## src/logic/drive_data_map.vh

```
/*
  Constants for the drive data map: function codes, exception codes,
  diagnostics sub-functions, coil layout and holding register addresses.
  Assumes inclusion by bare name from the design files that need it.
*/
`ifndef DRIVE_DATA_MAP_VH
`define DRIVE_DATA_MAP_VH

`define FN_RD_COILS      8'h01
`define FN_RD_REGS       8'h03
`define FN_WR_COIL       8'h05
`define FN_WR_REG        8'h06
`define FN_DIAG          8'h08
`define FN_EVENT_CNT     8'h0B
`define FN_WR_COILS      8'h0F
`define FN_WR_REGS       8'h10
`define FN_SLAVE_ID      8'h11
`define FN_EXC_FLAG      8'h80

`define EXC_NONE         8'h00
`define EXC_ILL_FUNC     8'h01
`define EXC_ILL_ADDR     8'h02
`define EXC_ILL_VALUE    8'h03

`define SUB_RESTART      16'h0001
`define SUB_DIAG_REG     16'h0002
`define SUB_CLEAR        16'h000A
`define SUB_BUS_MSG      16'h000B
`define SUB_COMM_ERR     16'h000C
`define SUB_EXC_ERR      16'h000D
`define SUB_SLAVE_MSG    16'h000E

`define COIL_ON          16'hFF00
`define COIL_OFF         16'h0000
`define COIL_STATE_BASE  17'h00020
`define COIL_ACTUAL_END  17'h00040
`define COIL_COUNT       17'h00041
`define COIL_STORE       16'h0040

`define REG_LAST_FAULT   16'h0007
`define REG_ARRAY_INDEX  16'h0009
`define REG_BUS_CMD      16'hC350
`define REG_BUS_REF      16'hC35A
`define REG_STATE_WORD   16'hC418
`define REG_MAIN_ACTUAL  16'hC422
`define REG_PARAM_FIRST  16'h000A
`define REG_PARAM_LAST   16'hC346
`define PARAM_SCALE      16'h000A

`define CLS_NONE         3'h0
`define CLS_FAULT        3'h1
`define CLS_INDEX        3'h2
`define CLS_CMD          3'h3
`define CLS_REF          3'h4
`define CLS_STATE        3'h5
`define CLS_ACTUAL       3'h6
`define CLS_PARAM        3'h7

`endif

```

## src/logic/hold_reg_decode.v

```verilog
/*
  Holding register address decoder: sorts a zero-based register address
  into its class and, for parameter addresses, yields the parameter number.
  Assumes a stable address; purely combinational.
*/
`include "drive_data_map.vh"

module hold_reg_decode
(
  input  wire [15:0] addr,
  output reg  [2:0]  cls,
  output wire [15:0] param_num,
  output wire        writable
);

  wire [15:0] quot;
  wire [15:0] rem;

  // Parameter number times ten gives the register address
  assign quot      = addr / `PARAM_SCALE;
  assign rem       = addr - quot * `PARAM_SCALE;
  assign param_num = quot;
  assign writable  = (cls == `CLS_INDEX) || (cls == `CLS_CMD) || (cls == `CLS_REF) || (cls == `CLS_PARAM);

  always @*
  begin
    cls = `CLS_NONE;
    case (addr)
      `REG_LAST_FAULT:  cls = `CLS_FAULT;
      `REG_ARRAY_INDEX: cls = `CLS_INDEX;
      `REG_BUS_CMD:     cls = `CLS_CMD;
      `REG_BUS_REF:     cls = `CLS_REF;
      `REG_STATE_WORD:  cls = `CLS_STATE;
      `REG_MAIN_ACTUAL: cls = `CLS_ACTUAL;
      default:
      begin
        if (addr >= `REG_PARAM_FIRST && addr <= `REG_PARAM_LAST && rem == 16'h0000)
          cls = `CLS_PARAM;
      end
    endcase
  end

endmodule // hold_reg_decode

```

## src/logic/modbus_drive_data_map.v

```verilog
/*
  Data map and function decoder of a drive on Modbus RTU.
  Keeps command, reference, index and store coil.
  Executes decoded requests one coil or one register word at a time.
  Assumes framing, silence timing and CRC are done upstream;
  a request comes as function, address, quantity and data.
*/
// Function
// - Coils hold one bit, holding registers 16 bits.
// - Coil N travels as zero-based address N-1.
// - Register 4xxxx travels zero-based without prefix.
// - Coils 1-16 hold the command word.
// - Coils 17-32 hold the speed reference.
// - Coils 33-48 hold the status word.
// - Coils 49-64 report output frequency or feedback.
// - Coil 65 selects volatile or also nonvolatile stores.
// - Command coils decode into drive controls.
// - Coils 33-43: ready, alarm, warning, reference, mode.
// - Coils 44-48: running, voltage, current, thermal.
// - Register 7 is last fault; 1-6 and 8 reserved.
// - Register 9 holds the array index.
// - Parameters fill register blocks by group.
// - Register 50000 accepts the command word.
// - Register 50010 accepts the bus reference.
// - Register 50200 presents the status word.
// - Register 50210 presents the main actual value.
// - Function codes 1, 3, 5, 6, F, 10 hex.
// - B hex gives event count, 11 hex slave ID.
// - Diagnostics 8: sub-functions 1, 2, 10 to 14.
// - Error reply sets function top bit, adds exception code.
// - Exception 1 bad function, 2 bad address and length.
// - Parameter number times ten gives register address.
`include "drive_data_map.vh"

module modbus_drive_data_map
#(
  parameter [7:0] SLAVE_ID = 8'h5A // Arbitrary value
)
(
  input  wire        core_clk,
  input  wire        rstn,
  input  wire        req_valid,
  input  wire [7:0]  req_func,
  input  wire [15:0] req_addr,
  input  wire [15:0] req_qty,
  input  wire [15:0] req_data,
  output reg         req_ready,
  input  wire        wr_word_valid,
  input  wire [15:0] wr_word,
  output reg         wr_word_ready,
  output reg         rd_word_valid,
  output reg  [15:0] rd_word,
  output reg         rsp_valid,
  output reg  [7:0]  rsp_func,
  output reg  [7:0]  rsp_exc,
  output reg  [15:0] rsp_data,
  input  wire        frame_seen,
  input  wire        frame_crc_err,
  output reg         param_req,
  output reg         param_we,
  output reg  [15:0] param_num,
  output reg  [15:0] param_wdata,
  output wire [15:0] param_index,
  output wire        param_nv,
  input  wire        param_ack,
  input  wire [15:0] param_rdata,
  output wire [15:0] cmd_word,
  output wire [15:0] speed_ref,
  output reg  [1:0]  preset_sel,
  output reg         dc_brake,
  output reg         coast_stop,
  output reg         quick_stop,
  output reg         freeze_freq,
  output reg         start_run,
  output reg         fault_reset,
  output reg         jog,
  output reg         ramp2_sel,
  output reg         data_valid,
  output reg         relay1_on,
  output reg         relay2_on,
  output reg  [1:0]  setup_sel,
  output reg         reverse,
  input  wire        st_ctl_ready,
  input  wire        st_drive_ready,
  input  wire        st_safety_closed,
  input  wire        st_alarm,
  input  wire        st_warning,
  input  wire        st_at_ref,
  input  wire        st_auto,
  input  wire        st_in_range,
  input  wire        st_running,
  input  wire        st_volt_warn,
  input  wire        st_curr_limit,
  input  wire        st_therm_warn,
  input  wire [15:0] main_actual,
  input  wire [15:0] output_value,
  input  wire [15:0] last_fault
);

  localparam [2:0] S_IDLE  = 3'h0;
  localparam [2:0] S_CHECK = 3'h1;
  localparam [2:0] S_EXEC  = 3'h2;
  localparam [2:0] S_PARAM = 3'h3;
  localparam [2:0] S_DONE  = 3'h4;

  reg  [2:0]  state_ff;
  reg  [7:0]  func_ff;
  reg  [15:0] addr_ff;
  reg  [15:0] qty_ff;
  reg  [15:0] data_ff;
  reg  [15:0] idx_ff;
  reg  [7:0]  exc_ff;
  reg  [15:0] acc_ff;
  reg  [3:0]  bitn_ff;
  reg  [15:0] inword_ff;
  reg         have_ff;
  reg  [15:0] cmd_ff;
  reg  [15:0] speed_ff;
  reg  [15:0] index_ff;
  reg         store_ff;
  reg  [15:0] state_word_ff;
  reg  [15:0] bus_msg_ff;
  reg  [15:0] comm_err_ff;
  reg  [15:0] exc_cnt_ff;
  reg  [15:0] slave_msg_ff;
  reg  [15:0] event_cnt_ff;
  reg  [15:0] diag_reg_ff;

  wire [15:0] cur;
  wire [2:0]  cls;
  wire [15:0] cur_pnum;
  wire        cur_wr_ok;
  wire [64:0] coil_vec;
  wire        is_coil;
  wire        is_write;
  wire        is_multi_wr;
  wire        last;
  wire        need_word;
  wire        take;
  wire        wr_bit;
  wire [15:0] wr_val;
  wire [15:0] nacc;
  wire [16:0] coil_end;
  wire        supported;
  wire        sub_ok;
  wire        clr;
  wire        done;
  wire [15:0] reg_val;

  assign cur         = addr_ff + idx_ff;
  assign is_coil     = (func_ff == `FN_RD_COILS) || (func_ff == `FN_WR_COIL) || (func_ff == `FN_WR_COILS);
  assign is_write    = (func_ff == `FN_WR_COIL) || (func_ff == `FN_WR_COILS) ||
                       (func_ff == `FN_WR_REG) || (func_ff == `FN_WR_REGS);
  assign is_multi_wr = (func_ff == `FN_WR_COILS) || (func_ff == `FN_WR_REGS);
  assign last        = (idx_ff == qty_ff - 16'h0001);
  assign need_word   = ((func_ff == `FN_WR_COILS && bitn_ff == 4'h0) || func_ff == `FN_WR_REGS) && !have_ff;
  assign take        = wr_word_valid && wr_word_ready;
  // Coil map: command, reference, status, actual output, store select
  assign coil_vec    = {store_ff, output_value, state_word_ff, speed_ff, cmd_ff};
  assign wr_bit      = (func_ff == `FN_WR_COIL) ? (data_ff == `COIL_ON) : inword_ff[bitn_ff];
  assign wr_val      = (func_ff == `FN_WR_REG) ? data_ff : inword_ff;
  assign nacc        = acc_ff | ({15'h0000, coil_vec[cur[6:0]]} << bitn_ff);
  assign coil_end    = {1'b0, addr_ff} + {1'b0, qty_ff};
  assign supported   = is_coil || is_write || (func_ff == `FN_RD_REGS) || (func_ff == `FN_DIAG) ||
                       (func_ff == `FN_EVENT_CNT) || (func_ff == `FN_SLAVE_ID);
  assign sub_ok      = (addr_ff == `SUB_RESTART) || (addr_ff == `SUB_DIAG_REG) ||
                       (addr_ff >= `SUB_CLEAR && addr_ff <= `SUB_SLAVE_MSG);
  assign done        = (state_ff == S_DONE);
  assign clr         = done && func_ff == `FN_DIAG && exc_ff == `EXC_NONE &&
                       (addr_ff == `SUB_RESTART || addr_ff == `SUB_CLEAR);
  assign cmd_word    = cmd_ff;
  assign speed_ref   = speed_ff;
  assign param_index = index_ff;
  assign param_nv    = store_ff;

  hold_reg_decode u_dec
  (
    .addr      (cur),
    .cls       (cls),
    .param_num (cur_pnum),
    .writable  (cur_wr_ok)
  );

  reg [15:0] reg_mux;
  always @*
  begin
    reg_mux = 16'h0000;
    case (cls)
      `CLS_FAULT:  reg_mux = last_fault;
      `CLS_INDEX:  reg_mux = index_ff;
      `CLS_CMD:    reg_mux = cmd_ff;
      `CLS_REF:    reg_mux = speed_ff;
      `CLS_STATE:  reg_mux = state_word_ff;
      `CLS_ACTUAL: reg_mux = main_actual;
      default:     reg_mux = 16'h0000;
    endcase
  end
  assign reg_val = reg_mux;

  // Status word bits 33..48; unused positions read zero
  always @(posedge core_clk or negedge rstn)
  begin
    if (!rstn)
      state_word_ff <= 16'h0000;
    else
      state_word_ff <= {st_therm_warn, st_curr_limit, st_volt_warn, 1'b0, st_running,
                        st_in_range, st_auto, st_at_ref, st_warning, 3'b000,
                        st_alarm, st_safety_closed, st_drive_ready, st_ctl_ready};
  end

  // Command word decoded to active-high controls; zero-active bits inverted
  always @(posedge core_clk or negedge rstn)
  begin
    if (!rstn)
    begin
      preset_sel  <= 2'h0;
      dc_brake    <= 1'b0;
      coast_stop  <= 1'b0;
      quick_stop  <= 1'b0;
      freeze_freq <= 1'b0;
      start_run   <= 1'b0;
      fault_reset <= 1'b0;
      jog         <= 1'b0;
      ramp2_sel   <= 1'b0;
      data_valid  <= 1'b0;
      relay1_on   <= 1'b0;
      relay2_on   <= 1'b0;
      setup_sel   <= 2'h0;
      reverse     <= 1'b0;
    end
    else
    begin
      preset_sel  <= cmd_ff[1:0];
      dc_brake    <= !cmd_ff[2];
      coast_stop  <= !cmd_ff[3];
      quick_stop  <= !cmd_ff[4];
      freeze_freq <= !cmd_ff[5];
      start_run   <= cmd_ff[6];
      fault_reset <= cmd_ff[7];
      jog         <= cmd_ff[8];
      ramp2_sel   <= cmd_ff[9];
      data_valid  <= cmd_ff[10];
      relay1_on   <= cmd_ff[11];
      relay2_on   <= cmd_ff[12];
      setup_sel   <= cmd_ff[14:13];
      reverse     <= cmd_ff[15];
    end
  end

  // Counters: a frame event in the clearing cycle is still counted
  always @(posedge core_clk or negedge rstn)
  begin
    if (!rstn)
    begin
      bus_msg_ff   <= 16'h0000;
      comm_err_ff  <= 16'h0000;
      exc_cnt_ff   <= 16'h0000;
      slave_msg_ff <= 16'h0000;
      event_cnt_ff <= 16'h0000;
      diag_reg_ff  <= 16'h0000;
    end
    else if (clr)
    begin
      bus_msg_ff   <= {15'h0000, frame_seen};
      comm_err_ff  <= {15'h0000, frame_crc_err};
      exc_cnt_ff   <= 16'h0000;
      slave_msg_ff <= 16'h0000;
      event_cnt_ff <= 16'h0000;
      diag_reg_ff  <= 16'h0000;
    end
    else
    begin
      bus_msg_ff  <= bus_msg_ff + {15'h0000, frame_seen};
      comm_err_ff <= comm_err_ff + {15'h0000, frame_crc_err};
      if (done)
        slave_msg_ff <= slave_msg_ff + 16'h0001;
      if (done && exc_ff != `EXC_NONE)
      begin
        exc_cnt_ff     <= exc_cnt_ff + 16'h0001;
        diag_reg_ff[0] <= 1'b1;
      end
      if (done && exc_ff == `EXC_NONE && func_ff != `FN_DIAG && func_ff != `FN_EVENT_CNT)
        event_cnt_ff <= event_cnt_ff + 16'h0001;
    end
  end

  always @(posedge core_clk or negedge rstn)
  begin
    if (!rstn)
    begin
      state_ff      <= S_IDLE;
      func_ff       <= 8'h00;
      addr_ff       <= 16'h0000;
      qty_ff        <= 16'h0000;
      data_ff       <= 16'h0000;
      idx_ff        <= 16'h0000;
      exc_ff        <= `EXC_NONE;
      acc_ff        <= 16'h0000;
      bitn_ff       <= 4'h0;
      inword_ff     <= 16'h0000;
      have_ff       <= 1'b0;
      cmd_ff        <= 16'h0000;
      speed_ff      <= 16'h0000;
      index_ff      <= 16'h0000;
      store_ff      <= 1'b0;
      req_ready     <= 1'b0;
      wr_word_ready <= 1'b0;
      rd_word_valid <= 1'b0;
      rd_word       <= 16'h0000;
      rsp_valid     <= 1'b0;
      rsp_func      <= 8'h00;
      rsp_exc       <= `EXC_NONE;
      rsp_data      <= 16'h0000;
      param_req     <= 1'b0;
      param_we      <= 1'b0;
      param_num     <= 16'h0000;
      param_wdata   <= 16'h0000;
    end
    else
    begin
      rd_word_valid <= 1'b0;
      rsp_valid     <= 1'b0;
      wr_word_ready <= (state_ff == S_EXEC) && need_word && !take;
      if (take)
      begin
        inword_ff <= wr_word;
        have_ff   <= 1'b1;
      end
      case (state_ff)
        S_IDLE:
        begin
          req_ready <= 1'b1;
          if (req_valid && req_ready)
          begin
            req_ready <= 1'b0;
            func_ff   <= req_func;
            addr_ff   <= req_addr;
            qty_ff    <= (req_func == `FN_WR_COIL || req_func == `FN_WR_REG) ? 16'h0001 : req_qty;
            data_ff   <= req_data;
            idx_ff    <= 16'h0000;
            acc_ff    <= 16'h0000;
            bitn_ff   <= 4'h0;
            have_ff   <= 1'b0;
            exc_ff    <= `EXC_NONE;
            state_ff  <= S_CHECK;
          end
        end
        S_CHECK:
        begin
          if (!supported)
          begin
            exc_ff   <= `EXC_ILL_FUNC;
            state_ff <= S_DONE;
          end
          else if (func_ff == `FN_DIAG || func_ff == `FN_EVENT_CNT || func_ff == `FN_SLAVE_ID)
          begin
            if (func_ff == `FN_DIAG && !sub_ok)
              exc_ff <= `EXC_ILL_FUNC;
            state_ff <= S_DONE;
          end
          else if (qty_ff == 16'h0000 ||
                   (func_ff == `FN_WR_COIL && data_ff != `COIL_ON && data_ff != `COIL_OFF))
          begin
            exc_ff   <= `EXC_ILL_VALUE;
            state_ff <= S_DONE;
          end
          else if (is_coil)
          begin
            // Reserved coils, and writes into status or actual coils, are refused
            if (coil_end > `COIL_COUNT ||
                (is_write && {1'b0, addr_ff} < `COIL_ACTUAL_END && coil_end > `COIL_STATE_BASE))
            begin
              exc_ff   <= `EXC_ILL_ADDR;
              state_ff <= S_DONE;
            end
            else
              state_ff <= S_EXEC;
          end
          else
          begin
            // Whole range is vetted before any item takes effect
            if (cls == `CLS_NONE || (is_write && !cur_wr_ok) || {1'b0, cur} < {1'b0, addr_ff})
            begin
              exc_ff   <= `EXC_ILL_ADDR;
              state_ff <= S_DONE;
            end
            else if (last)
            begin
              idx_ff   <= 16'h0000;
              state_ff <= S_EXEC;
            end
            else
              idx_ff <= idx_ff + 16'h0001;
          end
        end
        S_EXEC:
        begin
          if (!need_word)
          begin
            if (is_coil)
            begin
              if (!is_write)
              begin
                if (bitn_ff == 4'hF || last)
                begin
                  rd_word       <= nacc;
                  rd_word_valid <= 1'b1;
                  acc_ff        <= 16'h0000;
                end
                else
                  acc_ff <= nacc;
              end
              else if (cur < 16'h0010)
                cmd_ff[cur[3:0]] <= wr_bit;
              else if (cur < 16'h0020)
                speed_ff[cur[3:0]] <= wr_bit;
              else if (cur == `COIL_STORE)
                store_ff <= wr_bit;
              bitn_ff <= bitn_ff + 4'h1;
              if (bitn_ff == 4'hF)
                have_ff <= 1'b0;
              idx_ff <= idx_ff + 16'h0001;
              if (last)
                state_ff <= S_DONE;
            end
            else if (cls == `CLS_PARAM)
            begin
              param_req   <= 1'b1;
              param_we    <= is_write;
              param_num   <= cur_pnum;
              param_wdata <= wr_val;
              state_ff    <= S_PARAM;
            end
            else
            begin
              if (is_write)
              begin
                have_ff <= 1'b0;
                case (cls)
                  `CLS_INDEX: index_ff <= wr_val;
                  `CLS_CMD:   cmd_ff   <= wr_val;
                  `CLS_REF:   speed_ff <= wr_val;
                  default:    index_ff <= index_ff;
                endcase
              end
              else
              begin
                rd_word       <= reg_val;
                rd_word_valid <= 1'b1;
              end
              idx_ff <= idx_ff + 16'h0001;
              if (last)
                state_ff <= S_DONE;
            end
          end
        end
        S_PARAM:
        begin
          if (param_ack)
          begin
            param_req <= 1'b0;
            have_ff   <= 1'b0;
            if (!param_we)
            begin
              rd_word       <= param_rdata;
              rd_word_valid <= 1'b1;
            end
            idx_ff   <= idx_ff + 16'h0001;
            state_ff <= last ? S_DONE : S_EXEC;
          end
        end
        S_DONE:
        begin
          rsp_valid <= 1'b1;
          rsp_exc   <= exc_ff;
          rsp_func  <= (exc_ff != `EXC_NONE) ? (func_ff | `FN_EXC_FLAG) : func_ff;
          rsp_data  <= is_multi_wr ? qty_ff : data_ff;
          if (exc_ff == `EXC_NONE)
          begin
            if (func_ff == `FN_EVENT_CNT)
              rsp_data <= event_cnt_ff;
            else if (func_ff == `FN_SLAVE_ID)
              rsp_data <= {SLAVE_ID, 8'hFF};
            else if (func_ff == `FN_DIAG)
            begin
              case (addr_ff)
                `SUB_DIAG_REG:  rsp_data <= diag_reg_ff;
                `SUB_BUS_MSG:   rsp_data <= bus_msg_ff;
                `SUB_COMM_ERR:  rsp_data <= comm_err_ff;
                `SUB_EXC_ERR:   rsp_data <= exc_cnt_ff;
                `SUB_SLAVE_MSG: rsp_data <= slave_msg_ff;
                default:        rsp_data <= data_ff;
              endcase
            end
          end
          state_ff <= S_IDLE;
        end
        default: state_ff <= S_IDLE;
      endcase
    end
  end

endmodule // modbus_drive_data_map

```

## config.mk

```make
export PLATFORM = sky130hd
export DESIGN_NAME = modbus_drive_data_map
export DESIGN_NICKNAME = d
export VERILOG_FILES = /design/src/logic/hold_reg_decode.v /design/src/logic/modbus_drive_data_map.v
export VERILOG_INCLUDE_DIRS = /design/src /design/src/logic
export SDC_FILE = /design/constraint.sdc
export NUM_CORES = 1
export LEC_CHECK = 0
export BUFFER_PORTS_ARGS = -buffer_cell sky130_fd_sc_hd__buf_2
export CAP_MARGIN = 20
export CORE_MARGIN = 1
export CORE_UTILIZATION = 45
export CTS_CLUSTER_DIAMETER = 80
export DETAILED_ROUTE_END_ITERATION = 10
export PLACE_DENSITY = 0.64
export SYNTH_ARGS = -nofsm -noshare
export SYNTH_HDL_FRONTEND = slang
export SYNTH_HIERARCHICAL = 1
export SYNTH_SLANG_ARGS = --single-unit
```

## constraint.sdc

```tcl
create_clock -name core_clk -period 27 [get_ports core_clk]
set_clock_uncertainty 0.2 [all_clocks]
set_input_delay 2.7 -clock core_clk [delete_from_list [all_inputs] [get_ports core_clk]]
set_output_delay 2.7 -clock core_clk [all_outputs]
set_load 0.02 [all_outputs]
```

==> results.md <==
* Status: completed
* M2 GR Usage at between 40% and 50%
* Final HPWL DP at 64,470 um
* Synth async-reset ratio at between 90% and 100%
* Synth cell types at between 100 and 150
* Min cycle time layout at approximately 16,000 ps
* First-pass GRT wire length at roughly 130,000 um
* Final #Nets at between 3,000 and 4,000
* Sequential area share after synthesis at roughly 36%
* # Post-CTS Setup Buffers at 0
* Via count at between 20,000 and 25,000
* Req. time, crit path at between 20,000 and 30,000 ps
* Worst-Margin Slew at 1121 ps
* Number of max-cap violations at 0
* DR iter-0 viols at between 2,000 and 3,000
* TNS Setup at 0 ps
* # H-tree levels at 2
* M1 GR Usage at between 40 and 50%
* Chip width at roughly 240 um
* Ant. Diodes at 0
* Min-delay src: rsp_exc[1]
* Routed wire length at 87,050 um
* Largest net degree at the start of global routing at 159
* R2R Setup Slk at 10,800 ps
* P&R area growth vs syn at 13.63%
* Cell Area, Synth at 0.02465 mm^2
* Reg-to-Reg End: speed_ref[6]
* Max FO, Critical Path at 30
* CP Class: reg -> reg
* Remaining routing DRC violations at 0
* Cells after Synth at 2,823
* Final Wtd Congestion at approximately 0.94
* Maximum clock frequency at between 60 and 70 MHz
* Worst r2r path cells at 57
* Crit path DAT at ~16,000 ps
* CTS tree: done
* CP max stage delay at between 700 and 800 ps
* Initial antenna violation count at 1
* Pins over their slew limit at 0
* Period utilization at between 60% and 70%
* Max-slew headroom at between 20% and 30%
* RSZ-0062 raised after global routing: false
* GRT busiest layer: met2
* Hold Fails Final Rpt at 0
* GRT Resource Usage Total at about 30%
* Initial Util at a little under half
* Global-route met3 utilization at under 10%
* Hold crit path type: reg -> reg
* Vias in the first global route at approximately 22,000
* Die ar. at 0.05571 mm^2
* Finished Layout Cells at between 3,000 and 4,000
* EDFF count, synth at 0
* Ys Warns at 6
* Insertion delay to the later sink of the worst-skew pair at just under 600 ps
* Leading cell type in the layout, fill and taps excluded: dfrtp_1
* CTS Hold Bufs at 0
* Die height at about 240 um
* First-pass DRT Iterations at 7
* Post-DRT Antenna Nets at 0
* Sink Count at about 350
* Commonest cells after routing, fill and taps aside: 352 x dfrtp_1, 344 x nand2_1, 299 x buf_2
* Crit. End Element: flip-flop
* Average wire per standard cell at between 20 and 25 um
* Drt via density at about 6.3
* Most common flop cell mapped by yosys: dfrtp_1
* # port buffers at between 200 and 300
* Launching point of the worst reg2reg path: addr_ff[0]
* Layout cells sized above 1 at 18.16%
* Root Buffer: clkbuf_16
* Post-CTS Resized at 0
* Boundary Pins at roughly 300
* Synth Register Bits at 352
* Mapped Avg Cell Area at 8.731 um^2
* Area of the core at around 0.054 mm^2
* CTS Buf Count at 43
* Reg clk slew, reported paths at 60 ps
* Worst setup SP type: flip-flop
* Final setup violation count at 0
* Crit-path slowest cell: and3_1
* CTS Buffer Depth at 3
* Cell Rows at between 80 and 90
* CP Capture Point: speed_ref[6]
* Overflow after GRT at 0
* Worst setup startpoint: addr_ff[0]
* Inst Count DP at around 3,700
## worst min-delay path by stage
stage	end	slack [ps]	cells past startpoint
global placement	rsp_exc[0]	260	2
floorplan	acc_ff[12]	250	2
finish	rsp_exc[1]	280	2
detailed placement	rsp_exc[0]	260	2
global route	acc_ff[0]	310	1
CTS	rsp_exc[1]	280	2
## Yosys cell counts (10+ instances only)
library cell	instances	area (um^2)
a2111oi_0	14	122.6
a211oi_1	22	165.2
a21o_1	20	150.1
a21oi_1	182	910.9
a221oi_1	10	87.58
a222oi_1	16	160.2
a22o_1	20	175.2
a22oi_1	29	217.7
a311oi_1	28	245.2
a31oi_1	35	219.0
a41o_1	10	100.1
and2_1	19	118.9
and3_1	33	206.5
and4_1	11	96.34
buf_1	15	56.30
buf_2	30	150.1
buf_4	18	135.1
clkbuf_1	107	401.6
dfrtp_1	352	8808
ha_1	93	1164
inv_1	98	367.9
mux2_2	49	551.8
mux2i_1	65	650.6
mux4_2	19	427.9
nand2_1	344	1291
nand2b_1	24	150.1
nand3_1	99	495.5
nand4_1	39	244.0
nor2_1	254	953.4
nor2b_1	36	225.2
nor3_1	59	295.3
nor4_1	35	219.0
o211ai_1	14	105.1
o21a_1	19	142.6
o21ai_0	159	795.8
o21bai_1	12	90.09
o221ai_1	25	219.0
o22ai_1	13	81.33
o31a_1	12	105.1
o31ai_1	22	165.2
or2_2	12	75.07
or3_1	20	125.1
or4_1	10	75.07
xnor2_1	70	613.1
xor2_1	57	499.2
## logic make-up (layout without fill, tap and decap cells)
family | Yosys count | in the layout | share of synthesized area (%)
AND/OR/NAND/NOR | 1049 | 1049 | 20.89
AO/OA/AOI/OAI | 771 | 771 | 21.71
flip-flops | 352 | 352 | 35.74
buffers and inverters | 281 | 519 | 4.848
multiplexers | 134 | 134 | 6.675
XOR/XNOR | 131 | 131 | 4.802
adder cells (fa/ha/maj) | 103 | 103 | 5.300
other | 2 | 9 | 0.03047
## stage by stage
step	instance area (um^2)	setup WS, ps	utilization, %	hold WS [ps]
after floorplan	24670	14350	-	248.5
after global placement	26580	11750	49.30	259.7
after detailed placement	26590	11280	49.31	257.9
after CTS	27970	11180	51.88	281.9
after global routing	28010	9780	51.94	309.9
final	28010	10800	51.94	276.2
## worst max-delay path, delay by kind of cell, from the launching register on
family          cells  cell delay (ps)
simple gates       18             5940
compound gates     21             4780
fa+ha+maj           9             2790
buf+inv             5              880
mux                 3              800
flops               1              490
xor+xnor            1              150
## per-layer routing
| layer | share of wire [%] | up-vias | routed length [um] |
|---|---|---|---|
| met5 | 0.010 | - | 9 |
| met4 | 3.7 | 2 | 3249 |
| met3 | 8.2 | 186 | 7113 |
| met2 | 45 | 1162 | 39210 |
| met1 | 43 | 11670 | 37470 |
| li1 | - | 10800 | - |
## final cells by class
type,count,area [um^2]
repair buffers,338,1817
multi-input cells,2197,14720
clock inverters,17,193.9
well taps,696,870.8
inverters,107,406.6
flip-flops and latches,352,8808
clock buffers,57,1189
fillers,5052,25910
Power is not shown: default switching activity piles up to over one toggle a cycle in this logic, so the estimate is an artifact.
